File: src/rtl/pmtc_cfg.svh
// Register offsets, field positions, reset values and timing counts of pmtc.
// Assumes a 100 MHz core clock and a 4-bit word address on the register port.
`ifndef PMTC_CFG_SVH
`define PMTC_CFG_SVH

`define PMTC_A_MODE     4'h0
`define PMTC_A_CMD      4'h1
`define PMTC_A_PRATE    4'h2
`define PMTC_A_FRATE    4'h3
`define PMTC_A_VOLUME   4'h4
`define PMTC_A_DIR      4'h5
`define PMTC_A_PTIME    4'h6
`define PMTC_A_RDYDEF   4'h7
`define PMTC_A_ENABLE   4'h8
`define PMTC_A_TSEL     4'h9
`define PMTC_A_RUNSTAT  4'hA
`define PMTC_A_FLTSTAT  4'hB
`define PMTC_A_TOTAL    4'hC

`define PMTC_CMD_OP_HI  10
`define PMTC_CMD_OP_LO  8
`define PMTC_FLT_REF_LO 8

`define PMTC_RST_RATE   16'h0064
`define PMTC_RST_VOLUME 16'h0001
`define PMTC_RST_PTIME  16'h2710
`define PMTC_TOTAL_MAX  16'hFFFF

`define PMTC_CLK_MHZ    100
`define PMTC_CLK_HZ     27'h5F5E100
`define PMTC_STEPS_REV  200
`define PMTC_DEB_US     1000
`define PMTC_DEB_CYC    (`PMTC_DEB_US * `PMTC_CLK_MHZ)
`define PMTC_MS_US      1000
`define PMTC_MS_CYC     (`PMTC_MS_US * `PMTC_CLK_MHZ)

`endif

File: src/rtl/pmtc_pkg.sv
// Types shared by the pump mode and trigger control block.
// Assumes pmtc_cfg.svh supplies the timing constants; codes and field widths are fixed here.
`default_nettype none
package pmtc_pkg;

    typedef enum logic [1:0] {
        PMTC_PRIME = 2'b00,
        PMTC_DISP  = 2'b01,
        PMTC_METER = 2'b10
    } pmtc_mode_type;

    typedef enum logic [2:0] {
        PMTC_OP_NONE  = 3'b000,
        PMTC_OP_BEGIN = 3'b001,
        PMTC_OP_STOP  = 3'b010,
        PMTC_OP_REF   = 3'b011,
        PMTC_OP_CLR   = 3'b100,
        PMTC_OP_TCLR  = 3'b101
    } pmtc_op_type;

    typedef enum logic [2:0] {
        PMTC_IDLE      = 3'b000,
        PMTC_RUN_PRIME = 3'b001,
        PMTC_RUN_DISP  = 3'b010,
        PMTC_RUN_METER = 3'b011,
        PMTC_RUN_REF   = 3'b100
    } pmtc_phase_type;

    typedef struct packed {
        pmtc_phase_type phase;
        logic           need_ref;
        logic           fault;
        logic [26:0]    acc;
        logic [7:0]     steps;
        logic [15:0]    revs;
        logic [15:0]    total;
        logic           step;
        logic           rdy;
    } pmtc_chan_type;

endpackage

`default_nettype wire

File: src/rtl/pmtc_top.sv
// Mode and trigger sequencing for a multi-channel stepper pump controller.
// Assumes a host on the plain register port and opto-isolated pins that
// arrive asynchronously: trigger, per-channel fault, home and chamber empty.
`timescale 1ns/100ps
`default_nettype none
`include "pmtc_cfg.svh"

// What this block does
// - Prime ignores trigger; only begin starts
// - Prime runs until stop or time limit
// - Dispense starts on trigger rising edge
// - Disabled, faulted, unreferenced channels never triggered
// - Meter starts on trigger rise with chamber not empty, stops on trigger fall or empty
// - Meter follows trigger and begin/stop commands
// - Meter stop halts at once, no homing
// - Dispense starts by begin or trigger
// - Dispense ends at volume or stop
// - System ready only when all ready
// - Ready definition register sets ready meaning
// - System fault output true when fault-free
// - Outputs conduct when true
// - Prime volume not totalized
// - Dispense and meter revolutions totalized
// - Direction register steers every mode
// - Prime rate separate from flow rate
// - Volume in revolutions, steps per revolution
// - Mode chosen by mode register
// - After fault clear, reference before motion
// - Totalizer saturates at maximum, cleared explicitly
module pmtc_top #(
    parameter int NCH       = 4,
    parameter int STEPS_REV = `PMTC_STEPS_REV,
    parameter int DEB_CYC   = `PMTC_DEB_CYC,
    parameter int MS_CYC    = `PMTC_MS_CYC
) (
    input  wire logic            core_clk_i,
    input  wire logic            rst_b_i,
    input  wire logic [3:0]      addr_i,
    input  wire logic [15:0]     wr_data_i,
    input  wire logic            wr_i,
    input  wire logic            rd_i,
    output logic      [15:0]     rd_data_o,
    input  wire logic            trig_i,
    input  wire logic [NCH-1:0]  fault_i,
    input  wire logic [NCH-1:0]  home_i,
    input  wire logic [NCH-1:0]  empty_i,
    output logic      [NCH-1:0]  step_o,
    output logic                 dir_o,
    output logic      [NCH-1:0]  ch_ready_o,
    output logic                 sys_ready_o,
    output logic                 sys_fault_ok_o
);

    localparam int DW = $clog2(DEB_CYC + 1);
    localparam int MW = $clog2(MS_CYC + 1);

    typedef struct packed {
        pmtc_pkg::pmtc_chan_type [NCH-1:0] ch;
        logic [NCH-1:0]          en;
        logic [NCH-1:0]          flt_s1;
        logic [NCH-1:0]          flt_s2;
        logic [NCH-1:0]          home_s1;
        logic [NCH-1:0]          home_s2;
        logic [NCH-1:0]          emp_s1;
        logic [NCH-1:0]          emp_s2;
        logic                    trig_s1;
        logic                    trig_s2;
        logic                    trig_deb;
        logic [DW-1:0]           deb_cnt;
        logic [MW-1:0]           ms_cnt;
        logic [15:0]             ptimer;
        pmtc_pkg::pmtc_mode_type mode;
        logic [15:0]             prate;
        logic [15:0]             frate;
        logic [15:0]             volume;
        logic [15:0]             ptime;
        logic                    dir;
        logic [1:0]              rdydef;
        logic [2:0]              tsel;
        logic [15:0]             rdata;
        logic                    sys_ready;
        logic                    fault_ok;
    } pmtc_state_type;

    pmtc_state_type st;
    pmtc_state_type next_st;

    // Bit 0 of the definition forgives faults, bit 1 a pending reference
    function automatic logic chan_ready(input pmtc_pkg::pmtc_chan_type c,
                                        input logic [1:0] def);
        chan_ready = (c.phase == pmtc_pkg::PMTC_IDLE)
                     && (def[0] || !c.fault)
                     && (def[1] || !c.need_ref);
    endfunction

    function automatic logic is_run(input pmtc_pkg::pmtc_chan_type c,
                                    input pmtc_pkg::pmtc_phase_type p);
        is_run = (c.phase == p);
    endfunction

    logic                  trig_rise;
    logic                  trig_fall;
    logic                  ms_tick;
    logic                  any_prime;
    logic                  prime_done;
    logic [NCH-1:0]        run_vec;
    logic [NCH-1:0]        flt_vec;
    logic [NCH-1:0]        ref_vec;
    logic [NCH-1:0]        rdy_vec;
    pmtc_pkg::pmtc_op_type op;
    logic [NCH-1:0]        mask;

    always_comb begin
        pmtc_pkg::pmtc_chan_type c;
        logic [15:0]             rate;
        logic [26:0]             sum;
        logic                    elig;
        logic                    hit;
        c          = '0;
        rate       = '0;
        sum        = '0;
        elig       = 1'b0;
        hit        = 1'b0;
        next_st    = st;
        trig_rise  = 1'b0;
        trig_fall  = 1'b0;
        op         = pmtc_pkg::PMTC_OP_NONE;
        mask       = '0;
        any_prime  = 1'b0;

        next_st.trig_s1 = trig_i;
        next_st.trig_s2 = st.trig_s1;
        next_st.flt_s1  = fault_i;
        next_st.flt_s2  = st.flt_s1;
        next_st.home_s1 = home_i;
        next_st.home_s2 = st.home_s1;
        next_st.emp_s1  = empty_i;
        next_st.emp_s2  = st.emp_s1;

        // Level must hold a full window so contact bounce gives one edge
        if (st.trig_s2 == st.trig_deb) begin
            next_st.deb_cnt = '0;
        end else if (st.deb_cnt == DW'(DEB_CYC - 1)) begin
            next_st.deb_cnt  = '0;
            next_st.trig_deb = st.trig_s2;
            trig_rise        = st.trig_s2;
            trig_fall        = !st.trig_s2;
        end else begin
            next_st.deb_cnt = st.deb_cnt + 1'b1;
        end

        ms_tick        = (st.ms_cnt == MW'(MS_CYC - 1));
        next_st.ms_cnt = ms_tick ? '0 : st.ms_cnt + 1'b1;

        for (int i = 0; i < NCH; i++) begin
            run_vec[i] = st.ch[i].phase != pmtc_pkg::PMTC_IDLE;
            flt_vec[i] = st.ch[i].fault;
            ref_vec[i] = st.ch[i].need_ref;
            rdy_vec[i] = chan_ready(st.ch[i], st.rdydef);
            any_prime  = any_prime | is_run(st.ch[i], pmtc_pkg::PMTC_RUN_PRIME);
        end

        if (wr_i) begin
            case (addr_i)
                `PMTC_A_MODE: begin
                    if (wr_data_i[1:0] != 2'h3) begin
                        next_st.mode = pmtc_pkg::pmtc_mode_type'(wr_data_i[1:0]);
                    end
                end
                `PMTC_A_CMD: begin
                    op   = pmtc_pkg::pmtc_op_type'(wr_data_i[`PMTC_CMD_OP_HI:`PMTC_CMD_OP_LO]);
                    mask = wr_data_i[NCH-1:0];
                end
                `PMTC_A_PRATE:  next_st.prate  = wr_data_i;
                `PMTC_A_FRATE:  next_st.frate  = wr_data_i;
                `PMTC_A_VOLUME: next_st.volume = wr_data_i;
                `PMTC_A_DIR:    next_st.dir    = wr_data_i[0];
                `PMTC_A_PTIME:  next_st.ptime  = wr_data_i;
                `PMTC_A_RDYDEF: next_st.rdydef = wr_data_i[1:0];
                `PMTC_A_ENABLE: next_st.en     = wr_data_i[NCH-1:0];
                `PMTC_A_TSEL:   next_st.tsel   = wr_data_i[2:0];
                default: begin
                end
            endcase
        end

        if (rd_i) begin
            case (addr_i)
                `PMTC_A_MODE:    next_st.rdata = 16'(st.mode);
                `PMTC_A_PRATE:   next_st.rdata = st.prate;
                `PMTC_A_FRATE:   next_st.rdata = st.frate;
                `PMTC_A_VOLUME:  next_st.rdata = st.volume;
                `PMTC_A_DIR:     next_st.rdata = 16'(st.dir);
                `PMTC_A_PTIME:   next_st.rdata = st.ptime;
                `PMTC_A_RDYDEF:  next_st.rdata = 16'(st.rdydef);
                `PMTC_A_ENABLE:  next_st.rdata = 16'(st.en);
                `PMTC_A_TSEL:    next_st.rdata = 16'(st.tsel);
                `PMTC_A_RUNSTAT: next_st.rdata = 16'(run_vec);
                `PMTC_A_FLTSTAT: next_st.rdata = 16'(flt_vec)
                                 | (16'(ref_vec) << `PMTC_FLT_REF_LO);
                `PMTC_A_TOTAL: begin
                    next_st.rdata = (32'(st.tsel) < NCH) ? st.ch[st.tsel].total : 16'h0000;
                end
                default:         next_st.rdata = 16'h0000;
            endcase
        end

        // Timer guards against a lost host leaving the pumps priming
        prime_done = any_prime && (st.ptimer >= st.ptime);
        if (!any_prime) begin
            next_st.ptimer = '0;
        end else if (ms_tick && !prime_done) begin
            next_st.ptimer = st.ptimer + 1'b1;
        end

        for (int i = 0; i < NCH; i++) begin
            c      = st.ch[i];
            c.step = 1'b0;
            c.rdy  = rdy_vec[i];
            elig   = st.en[i] && !st.ch[i].fault && !st.ch[i].need_ref;
            hit    = 1'b0;
            rate   = (c.phase == pmtc_pkg::PMTC_RUN_PRIME) ? st.prate : st.frate;

            if (c.phase != pmtc_pkg::PMTC_IDLE) begin
                sum = c.acc + 27'(rate);
                if (sum >= `PMTC_CLK_HZ) begin
                    c.acc  = sum - `PMTC_CLK_HZ;
                    c.step = 1'b1;
                    if (32'(c.steps) == STEPS_REV - 1) begin
                        c.steps = '0;
                        c.revs  = c.revs + 1'b1;
                        hit     = 1'b1;
                    end else begin
                        c.steps = c.steps + 1'b1;
                    end
                end else begin
                    c.acc = sum;
                end
            end

            // Prime and reference motion never counts
            if (hit && (c.phase == pmtc_pkg::PMTC_RUN_DISP
                        || c.phase == pmtc_pkg::PMTC_RUN_METER)) begin
                if (c.total != `PMTC_TOTAL_MAX) begin
                    c.total = c.total + 1'b1;
                end
            end
            if (op == pmtc_pkg::PMTC_OP_TCLR && mask[i]) begin
                c.total = 16'h0000;
            end

            if (st.flt_s2[i]) begin
                c.fault = 1'b1;
                c.phase = pmtc_pkg::PMTC_IDLE;
            end else begin
                if (op == pmtc_pkg::PMTC_OP_CLR && mask[i] && c.fault) begin
                    c.fault    = 1'b0;
                    c.need_ref = 1'b1;
                end
                case (st.ch[i].phase)
                    pmtc_pkg::PMTC_IDLE: begin
                        c.acc   = '0;
                        c.steps = '0;
                        c.revs  = '0;
                        if (op == pmtc_pkg::PMTC_OP_BEGIN && mask[i] && elig) begin
                            case (st.mode)
                                pmtc_pkg::PMTC_PRIME: c.phase = pmtc_pkg::PMTC_RUN_PRIME;
                                pmtc_pkg::PMTC_DISP:  c.phase = pmtc_pkg::PMTC_RUN_DISP;
                                pmtc_pkg::PMTC_METER: c.phase = pmtc_pkg::PMTC_RUN_METER;
                                default:              c.phase = pmtc_pkg::PMTC_IDLE;
                            endcase
                        end else if (trig_rise && elig) begin
                            if (st.mode == pmtc_pkg::PMTC_DISP) begin
                                c.phase = pmtc_pkg::PMTC_RUN_DISP;
                            end else if (st.mode == pmtc_pkg::PMTC_METER
                                         && !st.emp_s2[i]) begin
                                c.phase = pmtc_pkg::PMTC_RUN_METER;
                            end
                        end else if (op == pmtc_pkg::PMTC_OP_REF && mask[i]
                                     && st.en[i] && !st.ch[i].fault) begin
                            c.phase = pmtc_pkg::PMTC_RUN_REF;
                        end
                    end
                    pmtc_pkg::PMTC_RUN_PRIME: begin
                        if ((op == pmtc_pkg::PMTC_OP_STOP && mask[i]) || prime_done) begin
                            c.phase = pmtc_pkg::PMTC_IDLE;
                        end
                    end
                    pmtc_pkg::PMTC_RUN_DISP: begin
                        if ((op == pmtc_pkg::PMTC_OP_STOP && mask[i])
                            || (c.revs >= st.volume)) begin
                            c.phase = pmtc_pkg::PMTC_IDLE;
                        end
                    end
                    pmtc_pkg::PMTC_RUN_METER: begin
                        // Halts mid-revolution; idle then clears the step and revolution counts
                        if ((op == pmtc_pkg::PMTC_OP_STOP && mask[i]) || trig_fall
                            || st.emp_s2[i]) begin
                            c.phase = pmtc_pkg::PMTC_IDLE;
                        end
                    end
                    pmtc_pkg::PMTC_RUN_REF: begin
                        if (st.home_s2[i]) begin
                            c.phase    = pmtc_pkg::PMTC_IDLE;
                            c.need_ref = 1'b0;
                        end
                    end
                    default: c.phase = pmtc_pkg::PMTC_IDLE;
                endcase
            end
            next_st.ch[i] = c;
        end

        next_st.sys_ready = &rdy_vec;
        next_st.fault_ok  = ~|flt_vec;
    end

    always_ff @(posedge core_clk_i or negedge rst_b_i) begin
        if (!rst_b_i) begin
            st        <= '0;
            st.mode   <= pmtc_pkg::PMTC_PRIME;
            st.prate  <= `PMTC_RST_RATE;
            st.frate  <= `PMTC_RST_RATE;
            st.volume <= `PMTC_RST_VOLUME;
            st.ptime  <= `PMTC_RST_PTIME;
            for (int i = 0; i < NCH; i++) begin
                st.ch[i].need_ref <= 1'b1;
            end
        end else begin
            st <= next_st;
        end
    end

    // Pins conduct for a true value; fault pin conducts when healthy
    genvar g;
    generate
        for (g = 0; g < NCH; g++) begin : g_chan
            assign step_o[g]     = st.ch[g].step;
            assign ch_ready_o[g] = st.ch[g].rdy;
        end
    endgenerate
    assign dir_o          = st.dir;
    assign sys_ready_o    = st.sys_ready;
    assign sys_fault_ok_o = st.fault_ok;
    assign rd_data_o      = st.rdata;

    logic elig0;
    assign elig0 = st.en[0] && !st.ch[0].fault && !st.ch[0].need_ref;
endmodule // pmtc_top

`default_nettype wire

File: config.mk
export PLATFORM = sky130hd
export DESIGN_NAME = pmtc_top
export DESIGN_NICKNAME = d
export VERILOG_FILES = /design/src/rtl/pmtc_pkg.sv /design/src/rtl/pmtc_top.sv
export VERILOG_INCLUDE_DIRS = /design/src /design/src/rtl
export SDC_FILE = /design/constraint.sdc
export NUM_CORES = 1
export LEC_CHECK = 0
export BUFFER_PORTS_ARGS = -buffer_cell sky130_fd_sc_hd__buf_4
export CAP_MARGIN = 20
export CORE_MARGIN = 4
export CORE_UTILIZATION = 55
export DETAILED_ROUTE_END_ITERATION = 8
export PLACE_DENSITY = 0.71
export SLEW_MARGIN = 20
export SYNTH_ARGS = -nofsm -noshare
export SYNTH_HDL_FRONTEND = slang
export SYNTH_SLANG_ARGS = --single-unit
export TNS_END_PERCENT = 50
File: constraint.sdc
create_clock -name core_clk_i -period 8.3 [get_ports core_clk_i]
set_input_delay 1.66 -clock core_clk_i [delete_from_list [all_inputs] [get_ports core_clk_i]]
set_output_delay 1.66 -clock core_clk_i [all_outputs]
set_load 0.1 [all_outputs]
Yosys cells after proc, flatten, opt, wreduce, memory -nomap -nowiden

Index checks and enable logic that the tools add are counted.
W data, S select, Z words.

Flip-flop bits (word level): 467
Input bits: 37
Logic and storage cells: 460

Add/subtract/negate cells: 23
$lt $le $gt $ge: 11
Equality and inequality tests: 72
Mux-type cells: 138
Bitwise operators: 5
Reductions and logical operators: 151

Operators with widths:

| operator                 | count |
|---|---|
| $mux W51                 | 12 |
| $mux W16                 | 23 |
| $pmux W16 S12            | 1 |
| $bmux W74 S2             | 1 |
| $add A16 B1 Y16 const B  | 9 |
| $mux W3                  | 38 |
| $add A27 B16 Y27         | 4 |
| $ge A27 B27 Y1 const B   | 4 |
| $mux W27                 | 4 |
| $sub A27 B27 Y27 const B | 4 |
| $mux W24                 | 4 |
| $ge A16 B16 Y1           | 5 |
| $logic_and A1 B1 Y1      | 66 |
| $ne A16 B16 Y1 const B   | 4 |
| $pmux W3 S5              | 4 |
| $mux W17                 | 3 |
| $ne A3 B2 Y1 const B     | 12 |
| $add A17 B1 Y17 const B  | 2 |
| $eq A17 B17 Y1 const B   | 2 |
| $add A8 B1 Y8 const B    | 4 |
| $eq A8 B8 Y1 const B     | 4 |
| $mux W1                  | 32 |
| $mux W8                  | 4 |
| $eq A3 B2 Y1 const B     | 10 |
| other kinds (35)         | 144 |

Longest topological paths before layout

Depth after elaboration: 12
Mapped depth: 35

Least setup slack after synthesis

OpenSTA, ideal clock, no wires.

Path kind: register to register
From: reg st[392] in the netlist's numbering
To: reg st[391] in the netlist's numbering
Setup time: 133 ps
Arrival: 6,898 ps
Required time: 8,167 ps
Path slack: 1,269 ps
Cell stages (with the launch flop): 31
Buffers on the path: 4
Clock period less this slack: 7,031 ps
Cells stage by stage: dfrtp_1 -> clkbuf_1 -> nor3b_1 -> clkbuf_1 -> mux2_2 -> ha_1 -> and3_1 -> and2b_1 -> a22oi_2 -> a21oi_1 -> buf_2 -> nor4_1 -> nand3_1 -> a2111o_1 -> or2_1 -> buf_6 -> a21oi_4 -> nand2_1 -> mux2_1 -> ha_1 -> a21o_1 -> a21o_1 -> a21o_1 -> a21o_1 -> a21o_1 -> a211oi_1 -> o21ai_0 -> a21oi_1 -> o21ai_0 -> o211ai_1 -> o31ai_1

Word-level cells in the longest chain between the ends: 10

RTL lines:

| element                            | line                                             | text |
|---|---|---|
| start, declared                    | pmtc_top.sv:85                                   | `pmtc_state_type st;` |
| start signal, assigned             | pmtc_top.sv:330                                  | `st <= next_st;` |
| $eq A3 B1 Y1                       | pmtc_top.sv:98, pmtc_top.sv:222, pmtc_top.sv:260 |  |
| $mux W16                           | pmtc_top.sv:222                                  | `rate = (c.phase == pmtc_pkg::PMTC_RUN_PRIME) ? st.prate : st.frate;` |
| $add A27 B16 Y27                   | pmtc_top.sv:225                                  | `sum = c.acc + 27'(rate);` |
| $ge A27 B27 Y1 (no source line)    | -                                                |  |
| $mux W24                           | pmtc_top.sv:226                                  | `` if (sum >= `PMTC_CLK_HZ) begin `` |
| $mux W51                           | pmtc_top.sv:224                                  | `if (c.phase != pmtc_pkg::PMTC_IDLE) begin` |
| $ge A16 B16 Y1                     | pmtc_top.sv:291                                  | `\|\| (c.revs >= st.volume)) begin` |
| $logic_or A1 B1 Y1                 | pmtc_top.sv:291                                  |  |
| $ne A3 B2 Y1 (no source line)      | -                                                |  |
| $reduce_and A6 Y1 (no source line) | -                                                |  |

Several ways; a longest one is shown, not always the timed one.
A chain may end at the register's enable or synchronous reset.

Worst setup path after layout

From: reg st[392] in the netlist's numbering
To: reg st[390] in the netlist's numbering

The elaborated chain is that of the path after synthesis.

==> flow_summary.toml <==
[run_status]
status = "complete, no violations"

[routing]
drt_first_pass_iters = 6
drc_errors = 0
route.final.wire_length_um = 95400
detail-route-antenna-nets = 0
routed-via-count = 27250
wire_per_inst_um = 22.31
drt_iter0_drc = 2248
detail_route.vias_per_cell = 6.373

[placed_design]
place_worst_setup_slack_ns = 0.8876
place_congestion = 0.9713
dp_hpwl_um = 69790
port_buffers = 63
dpl_cell_area_sq_um = 32630

[sta]
clock-skew-final_ns = 0.01338
max_slew.worst_pin.slew_ns = 1.068
slew-limit-headroom_pct = 28.82
hold_viol = 0
setup_violations = 0
timing.final.crit_share_pct = 91.40
slew_violations = 0
final.hold.worst_slack_ns = 0.3442
setup_repair_after_global_routing_missed_its_margin = "no"
fin_ws_ns = 0.7137
max_clock_freq_mhz = 131.8
minimum_clock_period_after_layout_ns = 7.586
totalNegativeSetupSlack_ns = 0

[synth]
syn_nets = 3700
synth_top_family_by_area = "simple AND/OR/NAND/NOR gates"
netlist-cell-type-count = 110
yosys-mux-area-fraction_pct = 7.039
post_synth_xor_area_fraction_pct = 7.887
async_flop_share_pct = 100.0
syn-mean-instance-area_sq_um = 9.071
ys.flop_type = "sky130_fd_sc_hd__dfrtp_1"
synth_compound_gate_area_share_pct = 15.50
synth_simple_gate_area_share_pct = 21.35
synthesis.area_sq_um = 31600
synthAdderAreaFrac_pct = 7.182
synthesized_flop_and_latch_total = 467
number_of_enable_type_register_cells_in_the_synthesized_netlist = 0
synth_sequential_area_ratio_pct = 37.04
synthesis.instances = 3484
synth-warning-count = 0

[critical_path]
timing.critical_path.slowest_cell_delay_ns = 0.87
crit_path_top_delay_cell = "sky130_fd_sc_hd__a21oi_1"
timing.critical_path.fanout_max = 18
worstSetupEndpointType = "flop"
critical_path.most_common_cell = "sky130_fd_sc_hd__a21o_1"
critical_path_required_ns = 8.79
criticalPathCategory = "flop to flop"
worst_setup_path_start_kind = "flop"
worst-endpoint-arrival_ns = 8.08

[clocking]
holdBufCountCts = 0
numCtsBuffers = 53
h_tree_levels = 2
cts.sinks = 467
clock_insertion_delay_worst_skew_ns = 0.63
clkSlewWorstSetupHoldPaths_ns = 0.06
cts_tree = "built"
post_cts_resized = 0
cts.path.max_buffers = 3
cts_setup_buffers = 0
ctsRootBufferMaster = "sky130_fd_sc_hd__clkbuf_16"

[power_and_ir_drop]
vdd_drop_max_mv = 0.2842
power.static_leakage_nw = 14.94
power.clock.fraction_pct = 27.2
p_int_mw = 5.078
switching_share_pct = 40.05
seq_power_share_pct = 34.5
power.net_switching_mw = 3.393
power.total_mw = 8.470
power-per-cell-area_nw_per_um2 = 246.8
power.share.combinational_pct = 38.2

[grt]
grtUsageTotal_pct = 30.87
grt_first_pass_wirelength_um = 149700
first_global_vias = 26550
antenna_found_initial = 6
grt_max_degree = 176
overflow = 0

[floorplan]
dieArea_sq_um = 61360
row_count = 87
die-width_um = 247.7
die_h_um = 247.7
boundaryPins = 64
placeableCoreArea_sq_um = 56600
start_util_pct = 55.83

[final_layout]
syn_to_final_growth_pct = 8.595
post-route-cell-area_sq_um = 34320
post_route_cells_drive_above_1_share_pct = 12.14
finish.net_count = 3690

[run]
maxCapViolations = 0

[min_path]
timing.hold.worst.class = "flop to flop"
[per-stage QoR]
stage               std cells  util, %
floorplan                3484        -
detailed placement       4175    57.65
global route             4274    60.62
finish                   4276    60.63
CTS                      4274    60.61
global placement         4175    57.65
[cell type report]
cell class / count / area [sq um]
fillers: 4907 / 22290
multi-input cells: 2714 / 18690
flip-flops and latches: 467 / 11710
clock buffers: 80 / 1519
well taps: 756 / 945.9
repair buffers: 97 / 760.7
inverters: 141 / 529.3
clock inverters: 19 / 160.2
diodes: 2 / 5.005
[routing by layer]
layer | vias up | wire, um | GRT usage (%)
met4 | 10 | 3881 | 11.47
met5 | - | 85 | 0
li1 | 12560 | - | -
met3 | 237 | 6483 | 4.484
met2 | 990 | 43730 | 49.86
met1 | 13450 | 41220 | 42.50
[sequential cells by signal, indices dropped and copies added, names as in the netlist]
name,flops
flt_vec,4
step_o,4
st,419
ch_ready_o,4
dir_o,1
sys_fault_ok_o,1
next_st,13
rd_data_o,16
ref_vec,4
sys_ready_o,1
[placed cells by master (no fill, tap or decap), types with 16 or more instances in the layout]
master                      count
sky130_fd_sc_hd__nor3_1        96
sky130_fd_sc_hd__buf_4         94
sky130_fd_sc_hd__a31oi_1       22
sky130_fd_sc_hd__a211oi_1      21
sky130_fd_sc_hd__clkbuf_16     54
sky130_fd_sc_hd__nand2b_1      36
sky130_fd_sc_hd__o21ai_0      180
sky130_fd_sc_hd__xnor2_1      169
sky130_fd_sc_hd__a21oi_1      213
sky130_fd_sc_hd__o21ai_1       18
sky130_fd_sc_hd__o211ai_1      26
sky130_fd_sc_hd__nand3_1      188
sky130_fd_sc_hd__mux2_2       145
sky130_fd_sc_hd__ha_1         175
sky130_fd_sc_hd__o21a_1        20
sky130_fd_sc_hd__mux2i_1       22
sky130_fd_sc_hd__dfstp_2       16
sky130_fd_sc_hd__xor2_1       110
sky130_fd_sc_hd__mux4_2        16
sky130_fd_sc_hd__and2_1        66
sky130_fd_sc_hd__nor2b_1       32
sky130_fd_sc_hd__clkbuf_1      19
sky130_fd_sc_hd__and3_1        72
sky130_fd_sc_hd__o22ai_1       28
sky130_fd_sc_hd__a21o_1        54
sky130_fd_sc_hd__inv_1        141
sky130_fd_sc_hd__dfrtp_1      451
sky130_fd_sc_hd__nand2_1      295
sky130_fd_sc_hd__or3_1         53
sky130_fd_sc_hd__nor2_1       255
sky130_fd_sc_hd__nor4_1        40
sky130_fd_sc_hd__nand4_1       60
[power by group through the flow]
stage / registers [mW] / logic (mW) / clock network, mW
floorplan: 2.77 / 2.41 / 0
global placement: 2.94 / 3.12 / 0
detailed placement: 2.94 / 3.17 / 0
CTS: 2.91 / 3.19 / 2.35
global route: 2.94 / 3.56 / 2.44
finish: 2.92 / 3.24 / 2.31
[cells by family (layout without fill, tap and decap cells)]
logic type / after synthesis / after routing
and+or+nand+nor: 1314 / 1314
AOI/OAI and AO/OA: 755 / 755
DFF: 467 / 467
buffers and inverters: 303 / 337
xor gates and xnor gates: 282 / 282
muxes: 184 / 184
adders and majority gates: 179 / 179
other: 0 / 2
[path summary, 6_finish.rpt]
check / cells past startpoint / slack (ns) / to / start
max: 29 / 0.71 / st[390] / st[392]
max reg2reg: 29 / 0.71 / st[390] / st[392]
min reg2reg: 0 / 0.34 / st[162] / next_st[162]
min: 0 / 0.34 / st[162] / next_st[162]
min in group asynchronous: 1 / 1.04 / st[115] / rst_b_i
max in group asynchronous: 2 / 5.77 / st[426] / rst_b_i
[worst max-delay path: cells and delay by family (launching register included)]
kind | cells | cell delay [ns]
AND/OR/NAND/NOR | 5 | 1.22
adder cells (fa/ha/maj) | 3 | 0.83
multiplexers | 2 | 0.57
buffers and inverters | 2 | 0.36
AO/OA/AOI/OAI | 17 | 3.98
flip-flops | 1 | 0.46
[Yosys cell counts, drive strengths merged, types with 11 or more instances]
library cell / n / area [sq um]
a22oi: 11 / 87.58
nor4b: 15 / 156.4
or2: 19 / 118.9
a31oi: 23 / 158.9
inv: 141 / 529.3
a211oi: 25 / 207.7
nor2: 258 / 975.9
dfrtp: 451 / 11290
o21bai: 12 / 90.09
nor2b: 32 / 200.2
nor4: 44 / 302.8
buf: 47 / 300.3
o211ai: 28 / 220.2
nand2: 296 / 1119
nand3: 191 / 978.4
xnor2: 171 / 1513
mux4: 16 / 360.4
and3: 72 / 450.4
ha: 175 / 2190
or3: 53 / 331.6
a221oi: 13 / 131.4
nor3b: 17 / 127.6
a21o: 54 / 405.4
nand2b: 36 / 225.2
dfstp: 16 / 420.4
and4: 15 / 131.4
and2: 69 / 434.2
nand4: 61 / 387.9
o21a: 20 / 150.1
mux2: 146 / 1644
o31ai: 13 / 102.6
clkbuf: 115 / 432.9
a21oi: 218 / 1117
o21ai: 200 / 1005
xor2: 111 / 979.7
o22ai: 28 / 175.2
nor3: 101 / 516.8
mux2i: 22 / 220.2
Note: power is estimated with default switching activity, not from simulation.
